===== src/pkg/ist_regs.svh =====
`ifndef IST_REGS_SVH
`define IST_REGS_SVH
// Register byte offsets
`define IST_OFF_ERROR 8'h00
`define IST_OFF_SECTOR_COUNT 8'h04
`define IST_OFF_DEVICE_HEAD 8'h08
`define IST_OFF_COMMAND 8'h0C
`define IST_OFF_STATUS 8'h10
`define IST_OFF_CONFIG 8'h14
`define IST_OFF_PARAMS 8'h18
`define IST_OFF_TIMER 8'h1C
// Status bit positions
`define IST_ST_BSY 7
`define IST_ST_DRDY 6
`define IST_ST_DF 5
`define IST_ST_DRQ 3
`define IST_ST_ERR 0
// Error and device/head bit positions
`define IST_ER_ABRT 2
`define IST_DH_DEV 4
// Config bit positions
`define IST_CFG_PM 0
`define IST_CFG_PACKET 1
`define IST_CFG_CHS 2
`define IST_CFG_FAULT 3
`define IST_CFG_DEV 4
// Reset values
`define IST_CONFIG_RESET 8'h05
`define IST_BYTE_RESET 8'h00
// Opcodes
`define IST_OP_IDLE 8'hE3
`define IST_OP_IDLE_NOW 8'hE1
`define IST_OP_INIT_PARAMS 8'h91
// Standby timer codes
`define IST_CODE_OFF 8'h00
`define IST_CODE_SHORT_MAX 8'hF0
`define IST_CODE_LONG_MAX 8'hFB
`define IST_CODE_21MIN 8'hFC
`define IST_CODE_LONGEST 8'hFD
`define IST_CODE_RSVD 8'hFE
// Standby periods in seconds, and the long-range code base
`define IST_SHORT_STEP_S 16'h0005
`define IST_LONG_BASE 16'h00F0
`define IST_LONG_STEP_S 16'h0708
`define IST_21MIN_S 16'h04EC
`define IST_21MIN15_S 16'h04FB
`define IST_LONGEST_S 16'h8CA0
// Timing
`define IST_CLK_PERIOD_NS 100
`define IST_TICK_TIME_MS 1000
`endif


===== src/pkg/ist_pkg.sv =====
// Purpose: shared types of the idle/standby command block
// Assumes: nothing
// Notes: constants live in ist_regs.svh
package ist_pkg;
  typedef enum logic [0:0] {ST_WAIT, ST_EXEC} ist_state_t;
  typedef enum logic [1:0] {MODE_ACTIVE, MODE_IDLE, MODE_STANDBY} ist_mode_t;
endpackage


===== src/verilog/ist_cmd.sv =====
// Purpose: idle, idle-now and init-parameters command handling behind APB task-file registers
// Assumes: APB3 slave, zero wait states, one clock at 10 MHz
// Notes: commands take one busy cycle; INTRQ clears on status read or next command
// How it works
// Opcode E3h loads standby period from sector count, then enters Idle.
// Non-zero count enables the standby timer, zero disables it.
// Codes 01h-F0h give code times 5 s; FCh 21 min; FFh 21 min 15 s.
// Codes F1h-FBh give (code minus 240) times 30 minutes.
// Code FDh gives ten hours; reserved FEh is aborted.
// Idle command puts device in Idle with the timer as programmed.
// Opcode E1h enters Idle at once, ignoring sector count and features.
// INTRQ raised at completion, in the same cycle as the mode change.
// Good completion clears BSY, DF, DRQ, ERR and sets DRDY.
// Without power management, idle commands abort with error bit 2.
// Abort bit also set when the requested action cannot be done.
// Error completion sets DF on fault, clears BSY and DRQ, sets DRDY.
// ERR in status set whenever any error bit is set.
// Host issues idle commands only while DRDY is set.
// Host selects the device with bit 4 of device/head.
// Opcode 91h stores sectors per track and low-nibble max head.
// Packet devices abort 91h; CHS-capable devices accept it.
// All three commands are non-data; DRQ never rises.
// Expired enabled timer moves Idle to Standby; any command restarts it.
//
// Our own choices: the APB slave port and the register offsets.
`include "ist_regs.svh"
module ist_cmd #(
  parameter int TICK_CYCLES = (`IST_TICK_TIME_MS * 1000000) / `IST_CLK_PERIOD_NS
) (
  input wire logic i_core_clk,
  input wire logic i_rst_n,
  input wire logic i_psel,
  input wire logic i_penable,
  input wire logic i_pwrite,
  input wire logic [7:0] i_paddr,
  input wire logic [31:0] i_pwdata,
  output logic [31:0] o_prdata,
  output logic o_pready,
  output logic o_pslverr,
  output logic o_intrq,
  output ist_pkg::ist_mode_t o_power_mode
);
  logic [7:0] sector_count_reg;
  logic [7:0] device_head_reg;
  logic [7:0] config_reg;
  logic [7:0] cmd_op_reg;
  logic [7:0] error_reg;
  logic [7:0] error_next;
  logic [7:0] spt_reg;
  logic [3:0] max_head_reg;
  logic [31:0] prdata_reg;
  ist_pkg::ist_state_t state_reg;
  ist_pkg::ist_mode_t mode_reg;
  logic bsy_reg;
  logic drdy_reg;
  logic df_reg;
  logic err_reg;
  logic intrq_reg;
  logic slverr_reg;
  logic setup_w;
  logic wr_acc_w;
  logic rd_acc_w;
  logic mapped_w;
  logic cmd_accept_w;
  logic exec_w;
  logic op_idle_w;
  logic op_init_w;
  logic abort_w;
  logic load_w;
  logic expired_w;
  logic timer_en_w;
  logic [15:0] left_s_w;
  logic [15:0] period_w;
  logic [7:0] status_w;
  // code to seconds
  function automatic logic [15:0] period_of(input logic [7:0] code);
    logic [15:0] c;
    begin
      c = {8'h00, code};
      if (code <= `IST_CODE_SHORT_MAX)
        period_of = c * `IST_SHORT_STEP_S;
      else if (code <= `IST_CODE_LONG_MAX)
        period_of = (c - `IST_LONG_BASE) * `IST_LONG_STEP_S;
      else if (code == `IST_CODE_21MIN)
        period_of = `IST_21MIN_S;
      else if (code == `IST_CODE_LONGEST)
        period_of = `IST_LONGEST_S;
      else
        period_of = `IST_21MIN15_S;
    end
  endfunction

  assign setup_w = i_psel & ~i_penable;
  assign wr_acc_w = i_psel & i_penable & i_pwrite;
  assign rd_acc_w = i_psel & i_penable & ~i_pwrite;

  always_comb
  begin
    if (i_paddr == `IST_OFF_ERROR || i_paddr == `IST_OFF_SECTOR_COUNT || i_paddr == `IST_OFF_DEVICE_HEAD)
      mapped_w = 1'b1;
    else if (i_paddr == `IST_OFF_COMMAND || i_paddr == `IST_OFF_STATUS || i_paddr == `IST_OFF_CONFIG)
      mapped_w = 1'b1;
    else if (i_paddr == `IST_OFF_PARAMS || i_paddr == `IST_OFF_TIMER)
      mapped_w = 1'b1;
    else
      mapped_w = 1'b0;
  end

  // answer only our DEV
  assign cmd_accept_w = wr_acc_w & (i_paddr == `IST_OFF_COMMAND) & (state_reg == ist_pkg::ST_WAIT)
    & (device_head_reg[`IST_DH_DEV] == config_reg[`IST_CFG_DEV]);
  assign exec_w = (state_reg == ist_pkg::ST_EXEC);
  assign op_idle_w = (cmd_op_reg == `IST_OP_IDLE) | (cmd_op_reg == `IST_OP_IDLE_NOW);
  assign op_init_w = (cmd_op_reg == `IST_OP_INIT_PARAMS);

  // abort causes
  always_comb
  begin
    abort_w = config_reg[`IST_CFG_FAULT];
    if (op_idle_w)
    begin
      if (!config_reg[`IST_CFG_PM] || !drdy_reg)
        abort_w = 1'b1;
      if (cmd_op_reg == `IST_OP_IDLE && sector_count_reg == `IST_CODE_RSVD)
        abort_w = 1'b1;
    end
    else if (op_init_w)
    begin
      if (config_reg[`IST_CFG_PACKET] || !config_reg[`IST_CFG_CHS])
        abort_w = 1'b1;
    end
    else
      abort_w = 1'b1;
    error_next = `IST_BYTE_RESET;
    error_next[`IST_ER_ABRT] = abort_w;
  end

  // only E3h uses the count
  assign load_w = exec_w & (cmd_op_reg == `IST_OP_IDLE) & ~abort_w;
  assign period_w = period_of(sector_count_reg);

  ist_timer #(
    .TICK_CYCLES(TICK_CYCLES),
    .SEC_W(16)
  ) u_timer (
    .i_core_clk(i_core_clk),
    .i_rst_n(i_rst_n),
    .i_load(load_w),
    .i_enable(sector_count_reg != `IST_CODE_OFF),
    .i_period_s(period_w),
    .i_restart(cmd_accept_w),
    .i_run(mode_reg != ist_pkg::MODE_STANDBY),
    .o_expired(expired_w),
    .o_enabled(timer_en_w),
    .o_left_s(left_s_w)
  );

  // Task-file inputs are frozen while busy
  always_ff @(posedge i_core_clk)
  begin
    if (!i_rst_n)
    begin
      sector_count_reg <= `IST_BYTE_RESET;
      device_head_reg <= `IST_BYTE_RESET;
      config_reg <= `IST_CONFIG_RESET;
    end
    else if (wr_acc_w && !bsy_reg)
    begin
      if (i_paddr == `IST_OFF_SECTOR_COUNT)
        sector_count_reg <= i_pwdata[7:0];
      else if (i_paddr == `IST_OFF_DEVICE_HEAD)
        device_head_reg <= i_pwdata[7:0];
      else if (i_paddr == `IST_OFF_CONFIG)
        config_reg <= i_pwdata[7:0];
    end
  end

  always_ff @(posedge i_core_clk)
  begin
    if (!i_rst_n)
    begin
      state_reg <= ist_pkg::ST_WAIT;
      cmd_op_reg <= `IST_BYTE_RESET;
    end
    else
    begin
      case (state_reg)
        ist_pkg::ST_WAIT:
        begin
          if (cmd_accept_w)
          begin
            cmd_op_reg <= i_pwdata[7:0];
            state_reg <= ist_pkg::ST_EXEC;
          end
        end
        default:
          state_reg <= ist_pkg::ST_WAIT;
      endcase
    end
  end

  // completion status
  always_ff @(posedge i_core_clk)
  begin
    if (!i_rst_n)
    begin
      bsy_reg <= 1'b0;
      drdy_reg <= 1'b0;
      df_reg <= 1'b0;
      err_reg <= 1'b0;
      error_reg <= `IST_BYTE_RESET;
    end
    else if (cmd_accept_w)
      bsy_reg <= 1'b1;
    else if (exec_w)
    begin
      bsy_reg <= 1'b0;
      drdy_reg <= 1'b1;
      df_reg <= config_reg[`IST_CFG_FAULT];
      error_reg <= error_next;
      err_reg <= |error_next;
    end
    else
      drdy_reg <= 1'b1;
  end

  // INTRQ at completion, set beats clear
  always_ff @(posedge i_core_clk)
  begin
    if (!i_rst_n)
      intrq_reg <= 1'b0;
    else if (exec_w)
      intrq_reg <= 1'b1;
    else if (cmd_accept_w || (rd_acc_w && i_paddr == `IST_OFF_STATUS))
      intrq_reg <= 1'b0;
  end

  // power mode
  always_ff @(posedge i_core_clk)
  begin
    if (!i_rst_n)
      mode_reg <= ist_pkg::MODE_ACTIVE;
    else if (exec_w && op_idle_w && !abort_w)
      mode_reg <= ist_pkg::MODE_IDLE;
    else if (expired_w)
      mode_reg <= ist_pkg::MODE_STANDBY;
  end

  // geometry capture
  always_ff @(posedge i_core_clk)
  begin
    if (!i_rst_n)
    begin
      spt_reg <= `IST_BYTE_RESET;
      max_head_reg <= 4'h0;
    end
    else if (exec_w && op_init_w && !abort_w)
    begin
      spt_reg <= sector_count_reg;
      max_head_reg <= device_head_reg[3:0];
    end
  end

  // no data phase, DRQ held low
  always_comb
  begin
    status_w = `IST_BYTE_RESET;
    status_w[`IST_ST_BSY] = bsy_reg;
    status_w[`IST_ST_DRDY] = drdy_reg;
    status_w[`IST_ST_DF] = df_reg;
    status_w[`IST_ST_DRQ] = 1'b0;
    status_w[`IST_ST_ERR] = err_reg;
  end

  // Read data sampled in setup so pready can stay high
  always_ff @(posedge i_core_clk)
  begin
    if (!i_rst_n)
    begin
      prdata_reg <= 32'h0000_0000;
      slverr_reg <= 1'b0;
    end
    else if (setup_w)
    begin
      slverr_reg <= ~mapped_w;
      if (i_pwrite)
        prdata_reg <= 32'h0000_0000;
      else if (i_paddr == `IST_OFF_ERROR)
        prdata_reg <= {24'h00_0000, error_reg};
      else if (i_paddr == `IST_OFF_SECTOR_COUNT)
        prdata_reg <= {24'h00_0000, sector_count_reg};
      else if (i_paddr == `IST_OFF_DEVICE_HEAD)
        prdata_reg <= {24'h00_0000, device_head_reg};
      else if (i_paddr == `IST_OFF_STATUS)
        prdata_reg <= {24'h00_0000, status_w};
      else if (i_paddr == `IST_OFF_CONFIG)
        prdata_reg <= {24'h00_0000, config_reg};
      else if (i_paddr == `IST_OFF_PARAMS)
        prdata_reg <= {20'h0_0000, max_head_reg, spt_reg};
      else if (i_paddr == `IST_OFF_TIMER)
        prdata_reg <= {6'h00, mode_reg, 7'h00, timer_en_w, left_s_w};
      else
        prdata_reg <= 32'h0000_0000;
    end
  end

  assign o_prdata = prdata_reg;
  assign o_pready = 1'b1;
  assign o_pslverr = i_psel & i_penable & slverr_reg;
  assign o_intrq = intrq_reg;
  assign o_power_mode = mode_reg;
endmodule


===== src/verilog/ist_timer.sv =====
// Purpose: standby timer counting whole seconds
// Assumes: period is loaded non-zero whenever enabled
// Notes: one-second prescaler, cleared on load and restart, so periods are exact to a clock
module ist_timer #(
  parameter int TICK_CYCLES = 10000000,
  parameter int SEC_W = 16
) (
  input wire logic i_core_clk,
  input wire logic i_rst_n,
  input wire logic i_load,
  input wire logic i_enable,
  input wire logic [SEC_W-1:0] i_period_s,
  input wire logic i_restart,
  input wire logic i_run,
  output logic o_expired,
  output logic o_enabled,
  output logic [SEC_W-1:0] o_left_s
);
  localparam int PRE_W = $clog2(TICK_CYCLES + 1);
  localparam logic [PRE_W-1:0] PRE_LAST = PRE_W'(TICK_CYCLES - 1);

  logic [PRE_W-1:0] pre_reg;
  logic [SEC_W-1:0] left_reg;
  logic [SEC_W-1:0] period_reg;
  logic en_reg;
  logic expired_reg;
  logic tick_w;
  logic count_w;

  assign tick_w = (pre_reg == PRE_LAST);
  assign count_w = en_reg & i_run & (left_reg != '0);

  // enable follows count
  always_ff @(posedge i_core_clk)
  begin
    if (!i_rst_n)
    begin
      en_reg <= 1'b0;
      period_reg <= '0;
    end
    else if (i_load)
    begin
      en_reg <= i_enable;
      period_reg <= i_period_s;
    end
  end

  always_ff @(posedge i_core_clk)
  begin
    if (!i_rst_n)
      pre_reg <= '0;
    else if (i_load || i_restart || !count_w || tick_w)
      pre_reg <= '0;
    else
      pre_reg <= pre_reg + 1'b1;
  end

  // restart on activity
  always_ff @(posedge i_core_clk)
  begin
    if (!i_rst_n)
      left_reg <= '0;
    else if (i_load)
      left_reg <= i_period_s;
    else if (i_restart)
      left_reg <= period_reg;
    else if (count_w && tick_w)
      left_reg <= left_reg - 1'b1;
  end

  // expiry pulse
  always_ff @(posedge i_core_clk)
  begin
    if (!i_rst_n)
      expired_reg <= 1'b0;
    else
      expired_reg <= count_w & tick_w & (left_reg == SEC_W'(1)) & ~i_load & ~i_restart;
  end

  assign o_expired = expired_reg;
  assign o_enabled = en_reg;
  assign o_left_s = left_reg;
endmodule

===== config.mk =====
export PLATFORM = sky130hd
export DESIGN_NAME = ist_cmd
export DESIGN_NICKNAME = d
export VERILOG_FILES = /design/src/pkg/ist_pkg.sv /design/src/verilog/ist_cmd.sv /design/src/verilog/ist_timer.sv
export VERILOG_INCLUDE_DIRS = /design/src /design/src/pkg
export SDC_FILE = /design/constraint.sdc
export NUM_CORES = 1
export LEC_CHECK = 0
export BUFFER_PORTS_ARGS = -buffer_cell sky130_fd_sc_hd__buf_2
export CAP_MARGIN = 20
export CORE_MARGIN = 2
export CORE_UTILIZATION = 30
export CTS_CLUSTER_DIAMETER = 150
export DETAILED_ROUTE_END_ITERATION = 12
export SYNTH_ARGS = -nofsm -noshare
export SYNTH_HDL_FRONTEND = slang
export SYNTH_SLANG_ARGS = --single-unit

===== constraint.sdc =====
create_clock -name i_core_clk -period 4.82 [get_ports i_core_clk]
set_input_delay 0.964 -clock i_core_clk [delete_from_list [all_inputs] [get_ports i_core_clk]]
set_output_delay 0.964 -clock i_core_clk [all_outputs]
set_load 0.05 [all_outputs]

==> results_dict.tcl <==
set metrics [dict create \
    nets 1015 \
    clock-sinks 130 \
    num_rows 57 \
    post-route-period-util_pct 91.9 \
    globalplace.congestion 0.837 \
    crit_type "reg -> reg" \
    synth-main-ff-cell "dfxtp_1" \
    final_cell_mix "130 x dfxtp_1, 124 x nor2_1, 95 x nand2_1" \
    cp-end-kind "flop" \
    cts_setup_buffers 0 \
    viasPerCell 5.05 \
    route.detailed.drc 0 \
    dp_hpwl_mm 14.2 \
    min_path_cells 2 \
    outcome "finished clean" \
    drt_wl_total_mm 19.7 \
    mostFrequentLayoutCell "dfxtp_1" \
    rsz0062_at_grt "no" \
    synth_edf_count 0 \
    die_w_um 161 \
    critPathRequiredTime_ns 5.16 \
    clockBufferDepth 2 \
    r2r_cells 16 \
    cts_made_buffers 17 \
    seq_area_um2 2600 \
    nFillCells 2532 \
    max_freq_mhz 226 \
    p_total_uw 2610 \
    fin_tns_setup_ns 0 \
    cts-root-buf "clkbuf_16" \
    cp.arrival_ns 4.77 \
    hold_class "reg -> reg" \
    postCtsHoldBufs 0 \
    antenna_found_initial 0 \
    syn2layout_area_growth_pct 15.2 \
    die_area_um2 25900 \
    grt_pass1_wl_mm 31.6 \
    cp_max_fo 7 \
    crit_start "sector_count_reg[1]" \
    ios 82 \
    drtPass1Iterations 5 \
    min_from "cmd_op_reg[0]" \
    path_clk_slew_ns 0.06 \
    drive_above_1_share_pct 11.2 \
    grt_overflow 0 \
    slew_violations 0 \
    vias 6338 \
    synth_top_area_cell "dfxtp_1" \
    slew_headroom_pct 34.8 \
    portBuffers 43 \
    yosys_warnings 0 \
    finalClockSkew_ns 0.0104 \
    regToRegSetupSlack_ns 0.39 \
    tightestPinTransition_ns 0.978 \
    synth_top_area_share_pct 35.2 \
    cts_tree "yes" \
    ys_async_sr_fraction_pct 0 \
    diodes 0 \
    core_area_um2 24200 \
    grt_max_degree 63 \
    power.density_nw_per_um2 307 \
    synth_cells 892 \
    start_util_pct 30.5 \
    drv_cap 0 \
    clkLatencyLatePin_ns 0.42 \
    ir_drop_v 0.000217 \
    worstReg2RegStart "sector_count_reg[1]" \
    synth-seq-cells 130 \
    largest_register_ffs 24 \
    finalSetupViolations 0 \
    startpoint_type "flop" \
    synth.avg_cell_area_um2 8.29 \
    yosys.cell_types.count 66 \
    hold_viol_final 0 \
    fin_util_pct 35.1 \
    syn-cell-area_um2 7400 \
    seq_area_frac_synth_pct 35.2 \
    grt_use_total_pct 15.3 \
    wl_per_cell_um 15.7 \
    p_leak_uw 0.00355 \
    period_needed_ns 4.43 \
    ant_nets 0 \
    cts_resized 0 \
    yosys-top-cells-area "dfxtp_1 35%, ha_1 7.3%, nor2_1 6.3%, nand2_1 4.8%, a21oi_1 4.7%" \
    grt_pass1_vias 5925 \
    multi_input_area_um2 4380 \
    die_h_um 161 \
    htreeDepth 4 \
    drtIter0Drc 495 \
]
[routing by layer]
metal  track usage, %  wire length [um]  part of all wire [%]
met2             23.1              8640                    44
met3             3.24              1170                   6.0
met1             22.0              9640                    49
met4             4.18               215                   1.1
met5                0                 0                     0
[where the power goes]
part | leakage (uW) | internal, uW | total (uW) | switching, uW
sequential | 0.00105 | 1080 | 1080 | 0.940
combinational | 0.00219 | 21.3 | 99.2 | 77.8
clock | 0.000317 | 958 | 1440 | 478
total | 0.00355 | 2060 | 2610 | 557
[synthesized netlist by cell type (9+ instances only)]
| cell type | n |
|---|---|
| dfxtp_1 | 130 |
| nand2_1 | 95 |
| buf_4 | 17 |
| nor4_1 | 9 |
| nand3_1 | 27 |
| nand2b_1 | 12 |
| xor2_1 | 12 |
| and3_1 | 12 |
| nor2_1 | 124 |
| o21ai_0 | 27 |
| mux2i_1 | 29 |
| fa_1 | 9 |
| a21oi_1 | 69 |
| buf_2 | 9 |
| xnor2_1 | 29 |
| o211ai_1 | 14 |
| a22oi_1 | 17 |
| mux2_2 | 9 |
| clkbuf_1 | 29 |
| or3_1 | 13 |
| nor3_1 | 15 |
| inv_1 | 42 |
| ha_1 | 43 |
[worst paths after layout]
path | end
worst min register to register | cmd_op_reg[0]
worst max register to register | u_timer.o_left_s[15]
worst min-delay path | cmd_op_reg[0]
worst max-delay path | u_timer.o_left_s[15]
[final cells by class]
class	instances	share of cell area (%)
multi-input combinational	672	51.4
clock inverter	9	2.07
clock buffer	23	5.61
inverter	42	1.85
sequential	130	30.6
tap	324	4.76
timing repair buffer	55	3.73
[per-stage QoR]
stage | hold slack, ns | cell area, um2 | setup slack (ns) | std cells
finish | 0.450 | 8520 | 0.390 | 1255
global route | 0.469 | 8520 | 0.0944 | 1255
CTS | 0.452 | 8500 | 0.399 | 1254
detailed placement | 0.444 | 7840 | 0.432 | 1222
global placement | 0.437 | 7840 | 0.465 | 1222
floorplan | 0.426 | 7440 | 0.884 | 904
[cell families (layout without fill, tap and decap cells)]
group / Yosys count / count (layout) / synth area share (%)
xor+xnor: 43 / 43 / 5.46
fa+ha+maj: 52 / 52 / 9.71
buf+inv: 102 / 129 / 6.29
flops: 130 / 130 / 35.2
mux: 40 / 40 / 5.90
other cells: 2 / 14 / 0.102
compound gates: 182 / 182 / 15.5
simple gates: 341 / 341 / 21.8
[worst max-delay path, cell delays in order (launching register included)]
cell      delay, ns
dfxtp_1        0.50
inv_1          0.23
fa_1           0.58
inv_1          0.05
ha_1           0.27
inv_1          0.05
fa_1           0.50
inv_1          0.04
ha_1           0.30
ha_1           0.32
a211oi_1       0.33
o21bai_1       0.12
a21oi_1        0.21
xnor2_1        0.18
nand2_1        0.09
a211o_1        0.34
a311oi_1       0.25
Note: power is estimated with default switching activity, not from simulation.
